`config.mk`:
```
export PLATFORM = sky130hd
export DESIGN_NAME = dlm_top
export DESIGN_NICKNAME = d
export VERILOG_FILES = /design/src/dlm_pkg.sv /design/src/dlm_mem_if.sv /design/src/dlm_mem.sv /design/src/dlm_top.sv
export VERILOG_INCLUDE_DIRS = /design/src
export SDC_FILE = /design/constraint.sdc
export NUM_CORES = 2
export LEC_CHECK = 0
export ABC_AREA = 1
export BUFFER_PORTS_ARGS = -buffer_cell sky130_fd_sc_hd__buf_2
export CELL_PAD_IN_SITES_DETAIL_PLACEMENT = 1
export CELL_PAD_IN_SITES_GLOBAL_PLACEMENT = 1
export CORE_MARGIN = 3
export CORE_UTILIZATION = 40
export DETAILED_ROUTE_END_ITERATION = 12
export GPL_TIMING_DRIVEN = 0
export PLACE_DENSITY = 0.73
export SYNTH_ARGS = -nofsm -noshare
export SYNTH_HDL_FRONTEND = slang
export SYNTH_HIERARCHICAL = 1
export SYNTH_SLANG_ARGS = --single-unit
```
`constraint.sdc`:
```
create_clock -name clk_i -period 2.15 [get_ports clk_i]
set_clock_uncertainty 0.2 [all_clocks]
set_input_delay 0.215 -clock clk_i [delete_from_list [all_inputs] [get_ports clk_i]]
set_output_delay 0.215 -clock clk_i [all_outputs]
set_load 0.01 [all_outputs]
```
`src/dlm_map.svh`:
```
// register map, field positions, codes and timing figures of the drive link master
// assumes inclusion by name from the package and from the dlm_top module
`ifndef DLM_MAP_SVH
`define DLM_MAP_SVH

// wishbone byte addresses
`define DLM_ADR_SETUP     8'h00
`define DLM_ADR_MASK      8'h04
`define DLM_ADR_CTRL      8'h08
`define DLM_ADR_MON       8'h0c
`define DLM_ADR_STAT      8'h10
`define DLM_ADR_FBK       8'h14

// setup register fields
`define DLM_SU_PROT       0
`define DLM_SU_BAUD_LO    1
`define DLM_SU_BAUD_HI    3
`define DLM_SU_DONE       4
`define DLM_SU_RES_LO     8
`define DLM_SU_RES_HI     15

// control register fields
`define DLM_CT_DRV_LO     0
`define DLM_CT_DRV_HI     4
`define DLM_CT_RUN        8
`define DLM_CT_COAST      9
`define DLM_CT_QUICK      10
`define DLM_CT_FACK       11
`define DLM_CT_DIR        12
`define DLM_CT_SP_LO      16
`define DLM_CT_SP_HI      31

// transmit buffer entry layout
`define DLM_ENT_W         20
`define DLM_ENT_SP_HI     15
`define DLM_ENT_RUN       16
`define DLM_ENT_COAST     17
`define DLM_ENT_QUICK     18
`define DLM_ENT_DIR       19

// control word toward the drive
`define DLM_CW_RUN        0
`define DLM_CW_COAST      1
`define DLM_CW_QUICK      2
`define DLM_CW_FACK       3
`define DLM_CW_CW         4

// drive status word bits
`define DLM_ST_RUNNING    2
`define DLM_ST_FAULT      3
`define DLM_ST_INHIBIT    6
`define DLM_ST_CW         14

// status register flag positions
`define DLM_FL_RUNNING    16
`define DLM_FL_CW         17
`define DLM_FL_INHIBIT    18
`define DLM_FL_FAULT      19

// speed limit in 0.1 percent units
`define DLM_SP_MAX        16'sd2000

// baud rate codes
`define DLM_BAUD_1200     3'd0
`define DLM_BAUD_2400     3'd1
`define DLM_BAUD_4800     3'd2
`define DLM_BAUD_9600     3'd3
`define DLM_BAUD_19200    3'd4
`define DLM_BAUD_RST      3'd3

// longest time between polls per active drive, ms
`define DLM_SLOT_MS_1200  9'd460
`define DLM_SLOT_MS_2400  9'd240
`define DLM_SLOT_MS_4800  9'd130
`define DLM_SLOT_MS_9600  9'd80
`define DLM_SLOT_MS_19200 9'd50

// clock rate
`define DLM_CLK_HZ        25000000
`define DLM_MS_PER_S      1000

// result codes
`define DLM_RES_OK        8'h00
`define DLM_RES_TIMEOUT   8'h01
`define DLM_RES_BAD_BAUD  8'h10
`define DLM_RES_BUSY      8'h11

`endif

```
`src/dlm_pkg.sv`:
```
// types of the drive link master
// assumes dlm_map.svh on the include path
`include "dlm_map.svh"

package dlm_pkg;

   typedef enum logic [4:0] {
      P_IDLE = 5'b00001,
      P_FIND = 5'b00010,
      P_READ = 5'b00100,
      P_SEND = 5'b01000,
      P_WAIT = 5'b10000
   } dlm_poll_e;

   typedef logic [`DLM_ENT_W-1:0] dlm_ent_t;

   typedef struct packed {
      logic        ack;
      logic [31:0] dat;
      logic        en;
      logic [2:0]  baud;
      logic [31:0] mask;
      logic [31:0] mask_req;
      logic        su_pend;
      logic [3:0]  su_req;
      logic        done;
      logic [7:0]  su_res;
      logic        ct_pend;
      logic [31:0] ct_req;
      logic [31:0] fack_lvl;
      logic [31:0] fack_pend;
      logic [31:0] fault;
      logic [31:0] inhibit;
      logic [4:0]  mon;
      dlm_poll_e   ps;
      logic [4:0]  cur;
      logic [15:0] pre;
      logic [8:0]  slot;
      logic        req;
      logic [4:0]  laddr;
      logic [15:0] lctrl;
      logic [15:0] lsp;
      logic        hv;
      logic [15:0] h_st;
      logic [15:0] h_sp;
      logic [7:0]  h_err;
      logic        strobe;
      logic [15:0] st;
      logic [15:0] sp;
      logic [7:0]  err;
   } dlm_state_s;

   typedef struct packed {
      logic [31:0][`DLM_ENT_W-1:0] arr;
      dlm_ent_t                    rd;
   } dlm_mem_s;

endpackage

```
`src/dlm_mem_if.sv`:
```
// write and read port of the per-drive transmit buffer
// assumes both ends on the same clock
`timescale 1ns/10ps

interface dlm_mem_if;
   import dlm_pkg::*;
   logic     we;
   logic [4:0] waddr;
   dlm_ent_t wdata;
   logic [4:0] raddr;
   dlm_ent_t rdata;

   modport ctrl (output we, output waddr, output wdata, output raddr, input rdata);
   modport mem  (input we, input waddr, input wdata, input raddr, output rdata);
endinterface

```
`src/dlm_mem.sv`:
```
// transmit buffer: one command entry per drive address, registered read
// assumes a synchronous active high reset and one clock
`timescale 1ns/10ps

module dlm_mem
   import dlm_pkg::*;
(
   input  wire logic clk_i,
   input  wire logic rst_i,
   dlm_mem_if.mem    mif
);

   dlm_mem_s s_q;
   dlm_mem_s s_d;

   // reset clears every entry so an unwritten drive is told to stop
   always_comb
   begin
      s_d = s_q;
      if (mif.we)
      begin
         s_d.arr[mif.waddr] = mif.wdata;
      end
      s_d.rd = s_q.arr[mif.raddr];
   end

   always_ff @(posedge clk_i)
   begin
      if (rst_i)
      begin
         s_q <= '0;
      end
      else
      begin
         s_q <= s_d;
      end
   end

   assign mif.rdata = s_q.rd;

endmodule // dlm_mem

```
`src/dlm_top.sv`:
```
// drive link master: setup, per-drive commands, background poll, reply outputs
// assumes a classic wishbone master, a one-cycle scan_i per program scan and a
// frame engine outside that turns each link_req_o into a frame and returns replies
//
// Summary of operation
// RQ1: controller completes setup without error before any drive command.
// RQ2: setup finishes in one step; done and result byte come together.
// RQ3: controller pulses the setup enable for one scan per state change.
// RQ4: controller disables the running link before changing setup parameters.
// RQ5: protocol select 1 gives port to drives; 0 returns it, drives off.
// RQ6: baud rate is one of 1200, 2400, 4800, 9600, 19200.
// RQ7: 32-bit mask; bit n set marks drive address n active.
// RQ8: every active drive is polled repeatedly in the background.
// RQ9: controller avoids address 31 for drives that lack it.
// RQ10: control command buffers requests; sent only if address active in mask.
// RQ11: controller uses one control command per drive address.
// RQ12: run request commands run only with stops, fault and lockout clear.
// RQ13: run request at 0 commands a ramp down to standstill.
// RQ14: coast-stop lets motor coast; quick-stop stops it rapidly.
// RQ15: rising fault-clear request is passed to the drive.
// RQ16: rotation select 0 means counterclockwise, 1 means clockwise.
// RQ17: target drive address 0 to 31 selects the receiving drive.
// RQ18: setpoint -200.0 to 200.0 percent; negative reverses rotation.
// RQ19: reply strobe high exactly one scan; outputs refreshed then.
// RQ20: result byte reports outcome of the latest request to that drive.
// RQ21: status output is the drive's raw 16-bit status word.
// RQ22: speed feedback in percent, -200.0 to 200.0.
// RQ23: running flag 1 when drive runs, 0 when stopped.
// RQ24: lockout flag mirrors the drive inhibit state.
// RQ25: poll interval at most 80 ms per active drive at 9600, scaled.
// RQ26: scan strobe sets pulse widths and sampling of requests.
// RQ27: fault-clear is edge detected against its previous value.
//
// The Wishbone slave port and the register offsets were chosen for this implementation.
`timescale 1ns/10ps
`include "dlm_map.svh"

module dlm_top
   import dlm_pkg::*;
#(
   parameter int unsigned MS_CYCLES = `DLM_CLK_HZ / `DLM_MS_PER_S
)
(
   input  wire logic        clk_i,
   input  wire logic        rst_i,
   input  wire logic        wb_cyc_i,
   input  wire logic        wb_stb_i,
   input  wire logic        wb_we_i,
   input  wire logic [7:0]  wb_adr_i,
   input  wire logic [3:0]  wb_sel_i,
   input  wire logic [31:0] wb_dat_i,
   output      logic [31:0] wb_dat_o,
   output      logic        wb_ack_o,
   input  wire logic        scan_i,
   output      logic        link_req_o,
   output      logic [4:0]  link_addr_o,
   output      logic [15:0] link_ctrl_o,
   output      logic [15:0] link_setpoint_o,
   output      logic [2:0]  link_baud_o,
   output      logic        protocol_select_o,
   input  wire logic        link_rsp_valid_i,
   input  wire logic [4:0]  link_rsp_addr_i,
   input  wire logic [15:0] link_rsp_status_i,
   input  wire logic [15:0] link_rsp_speed_i,
   input  wire logic [7:0]  link_rsp_err_i,
   output      logic        setup_done_o,
   output      logic [7:0]  setup_result_o,
   output      logic        reply_strobe_o,
   output      logic [15:0] drive_status_o,
   output      logic [15:0] drive_speed_o,
   output      logic [7:0]  drive_err_o,
   output      logic        running_o,
   output      logic        rotation_flag_o,
   output      logic        lockout_o,
   output      logic        fault_o
);

   dlm_state_s s_q;
   dlm_state_s s_d;
   dlm_mem_if  mif ();

   logic        bus_req;
   logic [31:0] wv;
   dlm_ent_t    ent;
   logic [15:0] spv;
   logic [15:0] mag;
   logic        neg;
   logic [15:0] cw;
   logic [4:0]  drv;
   logic        mem_we;
   logic [4:0]  mem_waddr;
   dlm_ent_t    mem_wdata;

   function automatic logic [31:0] wmerge(input logic [31:0] o, input logic [31:0] d,
                                          input logic [3:0] sel);
      logic [31:0] r;
      r = o;
      for (int i = 0; i < 4; i++)
      begin
         if (sel[i])
         begin
            r[8*i +: 8] = d[8*i +: 8];
         end
      end
      return r;
   endfunction

   // clamp to the +-200.0 percent range, 0.1 percent units
   function automatic logic [15:0] clamp_pct(input logic [15:0] v);
      logic signed [15:0] sv;
      sv = $signed(v);
      if (sv > `DLM_SP_MAX)
      begin
         return `DLM_SP_MAX;
      end
      else if (sv < -`DLM_SP_MAX)
      begin
         return -`DLM_SP_MAX;
      end
      return v;
   endfunction

   function automatic logic [8:0] slot_ms(input logic [2:0] b);
      case (b)
         `DLM_BAUD_1200: return `DLM_SLOT_MS_1200;
         `DLM_BAUD_2400: return `DLM_SLOT_MS_2400;
         `DLM_BAUD_4800: return `DLM_SLOT_MS_4800;
         `DLM_BAUD_9600: return `DLM_SLOT_MS_9600;
         default:        return `DLM_SLOT_MS_19200;
      endcase
   endfunction

   always_comb
   begin
      s_d       = s_q;
      wv        = '0;
      ent       = mif.rdata;
      spv       = '0;
      mag       = '0;
      neg       = 1'b0;
      cw        = '0;
      drv       = s_q.ct_req[`DLM_CT_DRV_HI:`DLM_CT_DRV_LO];
      mem_we    = 1'b0;
      mem_waddr = drv;
      mem_wdata = '0;
      s_d.ack   = 1'b0;
      s_d.req   = 1'b0;
      bus_req   = wb_cyc_i && wb_stb_i && !s_q.ack;

      // bus slave; a write that finds its previous command still waiting is held off
      if (bus_req && !(wb_we_i && wb_adr_i == `DLM_ADR_SETUP && s_q.su_pend)
                  && !(wb_we_i && wb_adr_i == `DLM_ADR_CTRL && s_q.ct_pend))
      begin
         s_d.ack = 1'b1;
         s_d.dat = '0;
         if (wb_adr_i == `DLM_ADR_SETUP)
         begin
            s_d.dat[`DLM_SU_PROT] = s_q.en;
            s_d.dat[`DLM_SU_BAUD_HI:`DLM_SU_BAUD_LO] = s_q.baud;
            s_d.dat[`DLM_SU_DONE] = s_q.done;
            s_d.dat[`DLM_SU_RES_HI:`DLM_SU_RES_LO] = s_q.su_res;
            if (wb_we_i)
            begin
               wv = wmerge({28'h0, s_q.su_req}, wb_dat_i, wb_sel_i);
               s_d.su_req  = wv[3:0];
               s_d.su_pend = 1'b1;
            end
         end
         else if (wb_adr_i == `DLM_ADR_MASK)
         begin
            s_d.dat = s_q.mask_req;
            if (wb_we_i)
            begin
               s_d.mask_req = wmerge(s_q.mask_req, wb_dat_i, wb_sel_i);
            end
         end
         else if (wb_adr_i == `DLM_ADR_CTRL)
         begin
            s_d.dat = s_q.ct_req;
            if (wb_we_i)
            begin
               s_d.ct_req  = wmerge(s_q.ct_req, wb_dat_i, wb_sel_i);
               s_d.ct_pend = 1'b1;
            end
         end
         else if (wb_adr_i == `DLM_ADR_MON)
         begin
            s_d.dat = {27'h0, s_q.mon};
            if (wb_we_i)
            begin
               wv = wmerge({27'h0, s_q.mon}, wb_dat_i, wb_sel_i);
               s_d.mon = wv[4:0];
            end
         end
         else if (wb_adr_i == `DLM_ADR_STAT)
         begin
            s_d.dat = {12'h0, fault_o, lockout_o, rotation_flag_o, running_o, s_q.st};
         end
         else if (wb_adr_i == `DLM_ADR_FBK)
         begin
            s_d.dat = {8'h0, s_q.err, s_q.sp};
         end
      end
      // poller; clears fault-clear pending before the scan logic may set it again
      s_d.hv = s_q.hv && !scan_i; // RQ19
      case (s_q.ps)
         P_IDLE:
         begin
            s_d.cur = '0;
            if (s_q.en)
            begin
               s_d.ps = P_FIND;
            end
         end
         P_FIND:
         begin
            if (!s_q.en)
            begin
               s_d.ps = P_IDLE;
            end
            else if (s_q.mask[s_q.cur]) // RQ10
            begin
               s_d.ps = P_READ;
            end
            else
            begin
               s_d.cur = s_q.cur + 5'd1; // RQ8
            end
         end
         P_READ:
         begin
            s_d.ps = P_SEND;
         end
         P_SEND:
         begin
            spv = ent[`DLM_ENT_SP_HI:0];
            neg = spv[15];
            mag = neg ? 16'(-spv) : spv; // RQ18
            cw[`DLM_CW_RUN] = ent[`DLM_ENT_RUN] && !ent[`DLM_ENT_COAST]
                              && !ent[`DLM_ENT_QUICK] && !s_q.fault[s_q.cur]
                              && !s_q.inhibit[s_q.cur]; // RQ12 RQ13
            cw[`DLM_CW_COAST] = ent[`DLM_ENT_COAST]; // RQ14
            cw[`DLM_CW_QUICK] = ent[`DLM_ENT_QUICK]; // RQ14
            cw[`DLM_CW_FACK]  = s_q.fack_pend[s_q.cur]; // RQ15
            cw[`DLM_CW_CW]    = ent[`DLM_ENT_DIR] ^ neg; // RQ16 RQ18
            s_d.fack_pend[s_q.cur] = 1'b0;
            s_d.req   = 1'b1;
            s_d.laddr = s_q.cur; // RQ17
            s_d.lctrl = cw;
            s_d.lsp   = mag;
            s_d.pre   = '0;
            s_d.slot  = '0;
            s_d.ps    = P_WAIT;
         end
         P_WAIT:
         begin
            if (!s_q.en)
            begin
               s_d.ps = P_IDLE;
            end
            else if (link_rsp_valid_i && link_rsp_addr_i == s_q.cur)
            begin
               s_d.fault[s_q.cur]   = link_rsp_status_i[`DLM_ST_FAULT];
               s_d.inhibit[s_q.cur] = link_rsp_status_i[`DLM_ST_INHIBIT];
               if (s_q.cur == s_q.mon)
               begin
                  s_d.hv    = 1'b1;
                  s_d.h_st  = link_rsp_status_i; // RQ21
                  s_d.h_sp  = clamp_pct(link_rsp_speed_i); // RQ22
                  s_d.h_err = link_rsp_err_i; // RQ20
               end
               s_d.cur = s_q.cur + 5'd1;
               s_d.ps  = P_FIND;
            end
            // one ms of margin is left for the walk to the next active drive
            else if (s_q.slot == slot_ms(s_q.baud) - 9'd1) // RQ25
            begin
               if (s_q.cur == s_q.mon)
               begin
                  s_d.err = `DLM_RES_TIMEOUT; // RQ20
               end
               s_d.cur = s_q.cur + 5'd1;
               s_d.ps  = P_FIND;
            end
            else if (s_q.pre == 16'(MS_CYCLES - 1))
            begin
               s_d.pre  = '0;
               s_d.slot = s_q.slot + 9'd1;
            end
            else
            begin
               s_d.pre = s_q.pre + 16'd1;
            end
         end
         default:
         begin
            s_d.ps = P_IDLE;
         end
      endcase
      // scan boundary: pulses last one scan, pending commands take effect here
      if (scan_i) // RQ26
      begin
         s_d.done   = 1'b0; // RQ2
         s_d.strobe = 1'b0; // RQ19
         if (s_q.su_pend)
         begin
            s_d.su_pend = 1'b0;
            s_d.done    = 1'b1; // RQ2
            if (s_q.su_req[3:1] > `DLM_BAUD_19200) // RQ6
            begin
               s_d.su_res = `DLM_RES_BAD_BAUD;
            end
            else if (s_q.su_req[0] && s_q.en
                     && (s_q.su_req[3:1] != s_q.baud || s_q.mask_req != s_q.mask)) // RQ4
            begin
               s_d.su_res = `DLM_RES_BUSY;
            end
            else
            begin
               s_d.su_res = `DLM_RES_OK;
               s_d.en     = s_q.su_req[0]; // RQ5
               s_d.baud   = s_q.su_req[3:1]; // RQ6
               s_d.mask   = s_q.mask_req; // RQ7
               s_d.req    = s_d.req && s_q.su_req[0]; // RQ5
            end
         end
         if (s_q.ct_pend)
         begin
            s_d.ct_pend = 1'b0;
            mem_we = 1'b1; // RQ10
            mem_wdata[`DLM_ENT_SP_HI:0] = clamp_pct(s_q.ct_req[`DLM_CT_SP_HI:`DLM_CT_SP_LO]); // RQ18
            mem_wdata[`DLM_ENT_RUN]   = s_q.ct_req[`DLM_CT_RUN];
            mem_wdata[`DLM_ENT_COAST] = s_q.ct_req[`DLM_CT_COAST];
            mem_wdata[`DLM_ENT_QUICK] = s_q.ct_req[`DLM_CT_QUICK];
            mem_wdata[`DLM_ENT_DIR]   = s_q.ct_req[`DLM_CT_DIR];
            s_d.fack_lvl[drv] = s_q.ct_req[`DLM_CT_FACK];
            if (s_q.ct_req[`DLM_CT_FACK] && !s_q.fack_lvl[drv]) // RQ27
            begin
               s_d.fack_pend[drv] = 1'b1; // RQ15
            end
         end
         if (s_q.hv)
         begin
            s_d.strobe = 1'b1; // RQ19
            s_d.st     = s_q.h_st;
            s_d.sp     = s_q.h_sp;
            s_d.err    = s_q.h_err;
         end
      end
   end

   always_ff @(posedge clk_i)
   begin
      if (rst_i)
      begin
         s_q      <= '0;
         s_q.baud <= `DLM_BAUD_RST;
         s_q.ps   <= P_IDLE;
      end
      else
      begin
         s_q <= s_d;
      end
   end

   assign mif.we    = mem_we;
   assign mif.waddr = mem_waddr;
   assign mif.wdata = mem_wdata;
   assign mif.raddr = s_q.cur;

   dlm_mem u_mem (
      .clk_i (clk_i),
      .rst_i (rst_i),
      .mif   (mif)
   );

   assign wb_dat_o          = s_q.dat;
   assign wb_ack_o          = s_q.ack;
   assign link_req_o        = s_q.req;
   assign link_addr_o       = s_q.laddr;
   assign link_ctrl_o       = s_q.lctrl;
   assign link_setpoint_o   = s_q.lsp;
   assign link_baud_o       = s_q.baud;
   assign protocol_select_o = s_q.en; // RQ5
   assign setup_done_o      = s_q.done;
   assign setup_result_o    = s_q.su_res;
   assign reply_strobe_o    = s_q.strobe;
   assign drive_status_o    = s_q.st;
   assign drive_speed_o     = s_q.sp;
   assign drive_err_o       = s_q.err;
   assign running_o         = s_q.st[`DLM_ST_RUNNING]; // RQ23
   assign rotation_flag_o   = s_q.st[`DLM_ST_CW];
   assign lockout_o         = s_q.st[`DLM_ST_INHIBIT]; // RQ24
   assign fault_o           = s_q.st[`DLM_ST_FAULT];

endmodule // dlm_top

```
==> summary.txt <==
Status = complete, but fails checks
Failing checks = negative setup slack
Hold depth = 6
Setup Viol. Count Final = 603
RSZ-0062 raised after global routing = true
CTS tree = yes
Initial core utilization = 0.406
PnR Total Power = 0.0541 W
Slew headroom = 0.140
WL/cell = 25.9 µm
Period minus WS final = 2.34 ns
R2r worst-path depth = 11
Crit Path Class = reg -> reg
Vias/cell = 5.67
Measured slew at the worst slew-check pin = 1.29 ns
Vias in the first global route = 55.5k
Final #Nets = 8284
Num CTS Buffers = 119
Largest net degree at the start of global routing = 15
Drt first pass iters = 5
Ys flop type = dfxtp_1
Number of cells in the finished layout apart from fillers = 9910
CP max FO = 10
EDFF count, synth = 0
Required time of the critical path = 2.55 ns
Detailed-placement wirelength estimate = 178000 µm
Fraction of layout instances using a drive strength above 1 = 0.200
GRT Util Overall = 0.364
Lkg Pwr = 28.1 nW
Crit path DAT = 2.74 ns
Power per cell area = 827 nW/µm²
Crit end category = register
Cell Area, Placed = 53800 µm²
Row Count = 129
Total of max-cap violations = 0
Yosys Warn Count = 6
Post-synthesis async set-or-reset flop share = 0
Root Buffer = clkbuf_16
Remaining global-route overflow = 0
Fill count = 15.8k
Reg clk slew, reported paths = 0.06 ns
Core box area = 125000 µm²
IO buf count = 207
Worst R2R Setup Slack = -0.19 ns
Setup ws final = -0.190 ns
Antenna Nets Post-Route = 0
Post-synthesis register bit count = 1079
Initial antenna violation count = 4
Area of the multi-input gates = 26700 µm²
Clock sinks = 1079
Hold Path Class = in -> reg
Die area = 131000 µm²
Synthesized area = 50600 µm²
Avg Inst Size Synth = 6.66 µm²
Fin. Hold Viols = 0
Max Fclk = 427 MHz
Final WL = 256000 µm
H-Tree Level Count = 3
Die outline width = 362 µm
Cell area after layout = 65400 µm²
Die height = 362 µm
Crit start category = register
Layout area overhead = 29.3%
Max Slew Vio Count = 0
Library cells used by synthesis = 54
Cell total after placement = 9458
Seq/Total Area, Yosys = 0.427
DRC = 0
DRT iter0 DRCs = 5048
Worst skew pair latency = 0.73 ns
Synth Instances = 7596
Vias = 56.2k
Max Root-Sink Buffers = 3
Final GP Congestion = 1.01
FF/Latch Area = 21700 µm²
I/O pin cnt = 225
First-pass GRT wire length = 359000 µm
Final cycle utilization of the critical path = 1.09
Worst hold margin = 0.0680 ns
Peak supply drop = 679 µV
==> registers in the layout (all words and copies together), names as in the netlist, 2 cells and up <==
register	count
drive_err_o	8
setup_result_o	2
link_addr_o	5
link_ctrl_o	5
link_setpoint_o	16
mif.raddr	5
u_mem/mif.rdata	20
drive_status_o	16
u_mem/s_q	640
link_baud_o	3
drive_speed_o	16
wb_dat_o	32
drv	5
s_q	301
==> critical path, cell delays in order (launching register included) <==
cell	delay, ns
dfxtp_4	0.39
buf_12	0.18
buf_12	0.20
buf_6	0.17
nand2_1	0.10
nand3_1	0.12
nand3_1	0.19
nand2_1	0.12
nand2_1	0.06
nand2_1	0.09
nor2_2	0.07
nor2_1	0.31
==> power breakdown <==
group / internal (W) / switching, W
combinational: 0.00400 / 0.00844
clock: 0.0125 / 0.00892
sequential: 0.0201 / 0.000107
==> synthesized netlist by cell type (all sizes together), types with 2 or more instances <==
library cell  count  area (µm²)
a211oi            2        15.0
o31ai             2        15.0
nand4            76         482
nor2           1866        7050
or2               4        25.0
xnor2            11        96.3
ha                7        87.6
xor2             29         254
clkbuf          283        1060
clkinv            5        18.8
nand2          1380        5420
nor3b             5        48.8
dfxtp          1079       21600
o21bai            2        15.0
o21ai           976        4890
buf             406        2460
o22ai            15        93.8
nand3           624        3160
inv             365        1380
o2111ai           3        26.3
nor3             68         362
a21oi           348        1740
nor4              2        12.5
o211ai            7        52.6
a22oi            14         105
a31oi             5        31.3
nand3b            5        37.5
==> path summary, 6_finish.rpt <==
path	from	to
min reg2reg	s_q[171]$_SDFFE_PP0P_	s_q[171]$_SDFFE_PP0P_
max	mif.raddr[0]$_SDFFE_PP0P_	u_mem/mif.rdata[19]$_SDFF_PP0_
max reg2reg	mif.raddr[0]$_SDFFE_PP0P_	u_mem/mif.rdata[19]$_SDFF_PP0_
min	link_rsp_speed_i[13]	s_q[54]$_SDFFE_PP0P_
==> what timing repair did <==
| action | CTS | global route |
|---|---|---|
| gates cloned | 5 | 33 |
| pin swaps | 56 | 235 |
| hold buffers | 86 | 0 |
| gates resized for setup | 904 | 679 |
| endpoints found under the setup margin | 958 | 971 |
| endpoints found under the hold margin | 155 | 0 |
| buffers inserted | 62 | 60 |
==> layout by cell type (no fill, tap or decap), types with 11 or more instances in the layout <==
| cell type | netlist | layout |
|---|---|---|
| nor2_1 | 1852 | 1644 |
| nand2_1 | 1346 | 1302 |
| dfxtp_1 | 1079 | 1046 |
| o21ai_0 | 888 | 847 |
| nand3_1 | 619 | 567 |
| inv_1 | 341 | 321 |
| buf_2 | 136 | 301 |
| a21oi_1 | 348 | 294 |
| buf_4 | 173 | 255 |
| clkbuf_1 | 282 | 171 |
| clkbuf_16 | 0 | 150 |
| nor2_4 | 3 | 132 |
| buf_12 | 3 | 93 |
| nor2_2 | 11 | 90 |
| dlygate4sd3_1 | 0 | 86 |
| o21ai_1 | 87 | 80 |
| nand4_1 | 75 | 75 |
| clkbuf_2 | 1 | 73 |
| buf_6 | 8 | 71 |
| nor3_1 | 65 | 56 |
| nand3_2 | 4 | 46 |
| o21ai_2 | 1 | 41 |
| a21oi_2 | 0 | 40 |
| nand2_2 | 4 | 35 |
| clkbuf_4 | 0 | 34 |
| clkbuf_8 | 0 | 34 |
| xor2_1 | 29 | 28 |
| inv_2 | 22 | 27 |
| nand2_8 | 0 | 24 |
| clkinv_2 | 0 | 24 |
| buf_8 | 1 | 22 |
| nand2_4 | 30 | 21 |
| dfxtp_4 | 0 | 18 |
| conb_1 | 1 | 17 |
| o22ai_1 | 15 | 15 |
| dfxtp_2 | 0 | 15 |
| a21oi_4 | 0 | 14 |
| a22oi_1 | 14 | 12 |
| nand3_4 | 1 | 11 |
| bufinv_16 | 0 | 11 |
==> area by class of cell <==
class                   instances  share of cell area
multi-input cells            5476               0.409
clock inverters                37             0.00683
flip-flops and latches       1079               0.332
inverters                     370              0.0233
diodes                          3            0.000115
plain buffers                 683              0.0808
well taps                    1637              0.0313
repair buffers                452              0.0629
clock buffers                 173              0.0543
==> stage by stage <==
stage | utilization | setup WS, ns | TNS (ns)
2_1_floorplan | - | 0.0553 | 0
3_3_place_gp | 0.431 | -1.88 | -1155.53
3_5_place_dp | 0.431 | -1.86 | -1171.08
4_1_cts | 0.497 | -0.111 | -7.77
5_1_grt | 0.525 | -0.248 | -90.18
6_report | 0.525 | -0.190 | -41.41
==> per-layer routing <==
layer	part of all wire	vias up	global-route usage
met5	0.000051	-	0
met4	0.076	2	0.235
met3	0.075	665	0.0543
met2	0.45	2385	0.592
met1	0.40	27600	0.453
li1	-	25500	-
==> cells by family (layout without fill, tap and decap cells) <==
logic type	Yosys count	after routing	synth area share
simple gates	4032	4034	0.328
compound gates	1378	1378	0.139
flops	1079	1079	0.427
buf+inv	1059	1715	0.0973
xor+xnor	40	40	0.00693
fa+ha+maj	7	7	0.00173
other cells	1	20	0.0000741
No activity file was read; power rests on OpenSTA's default activity.
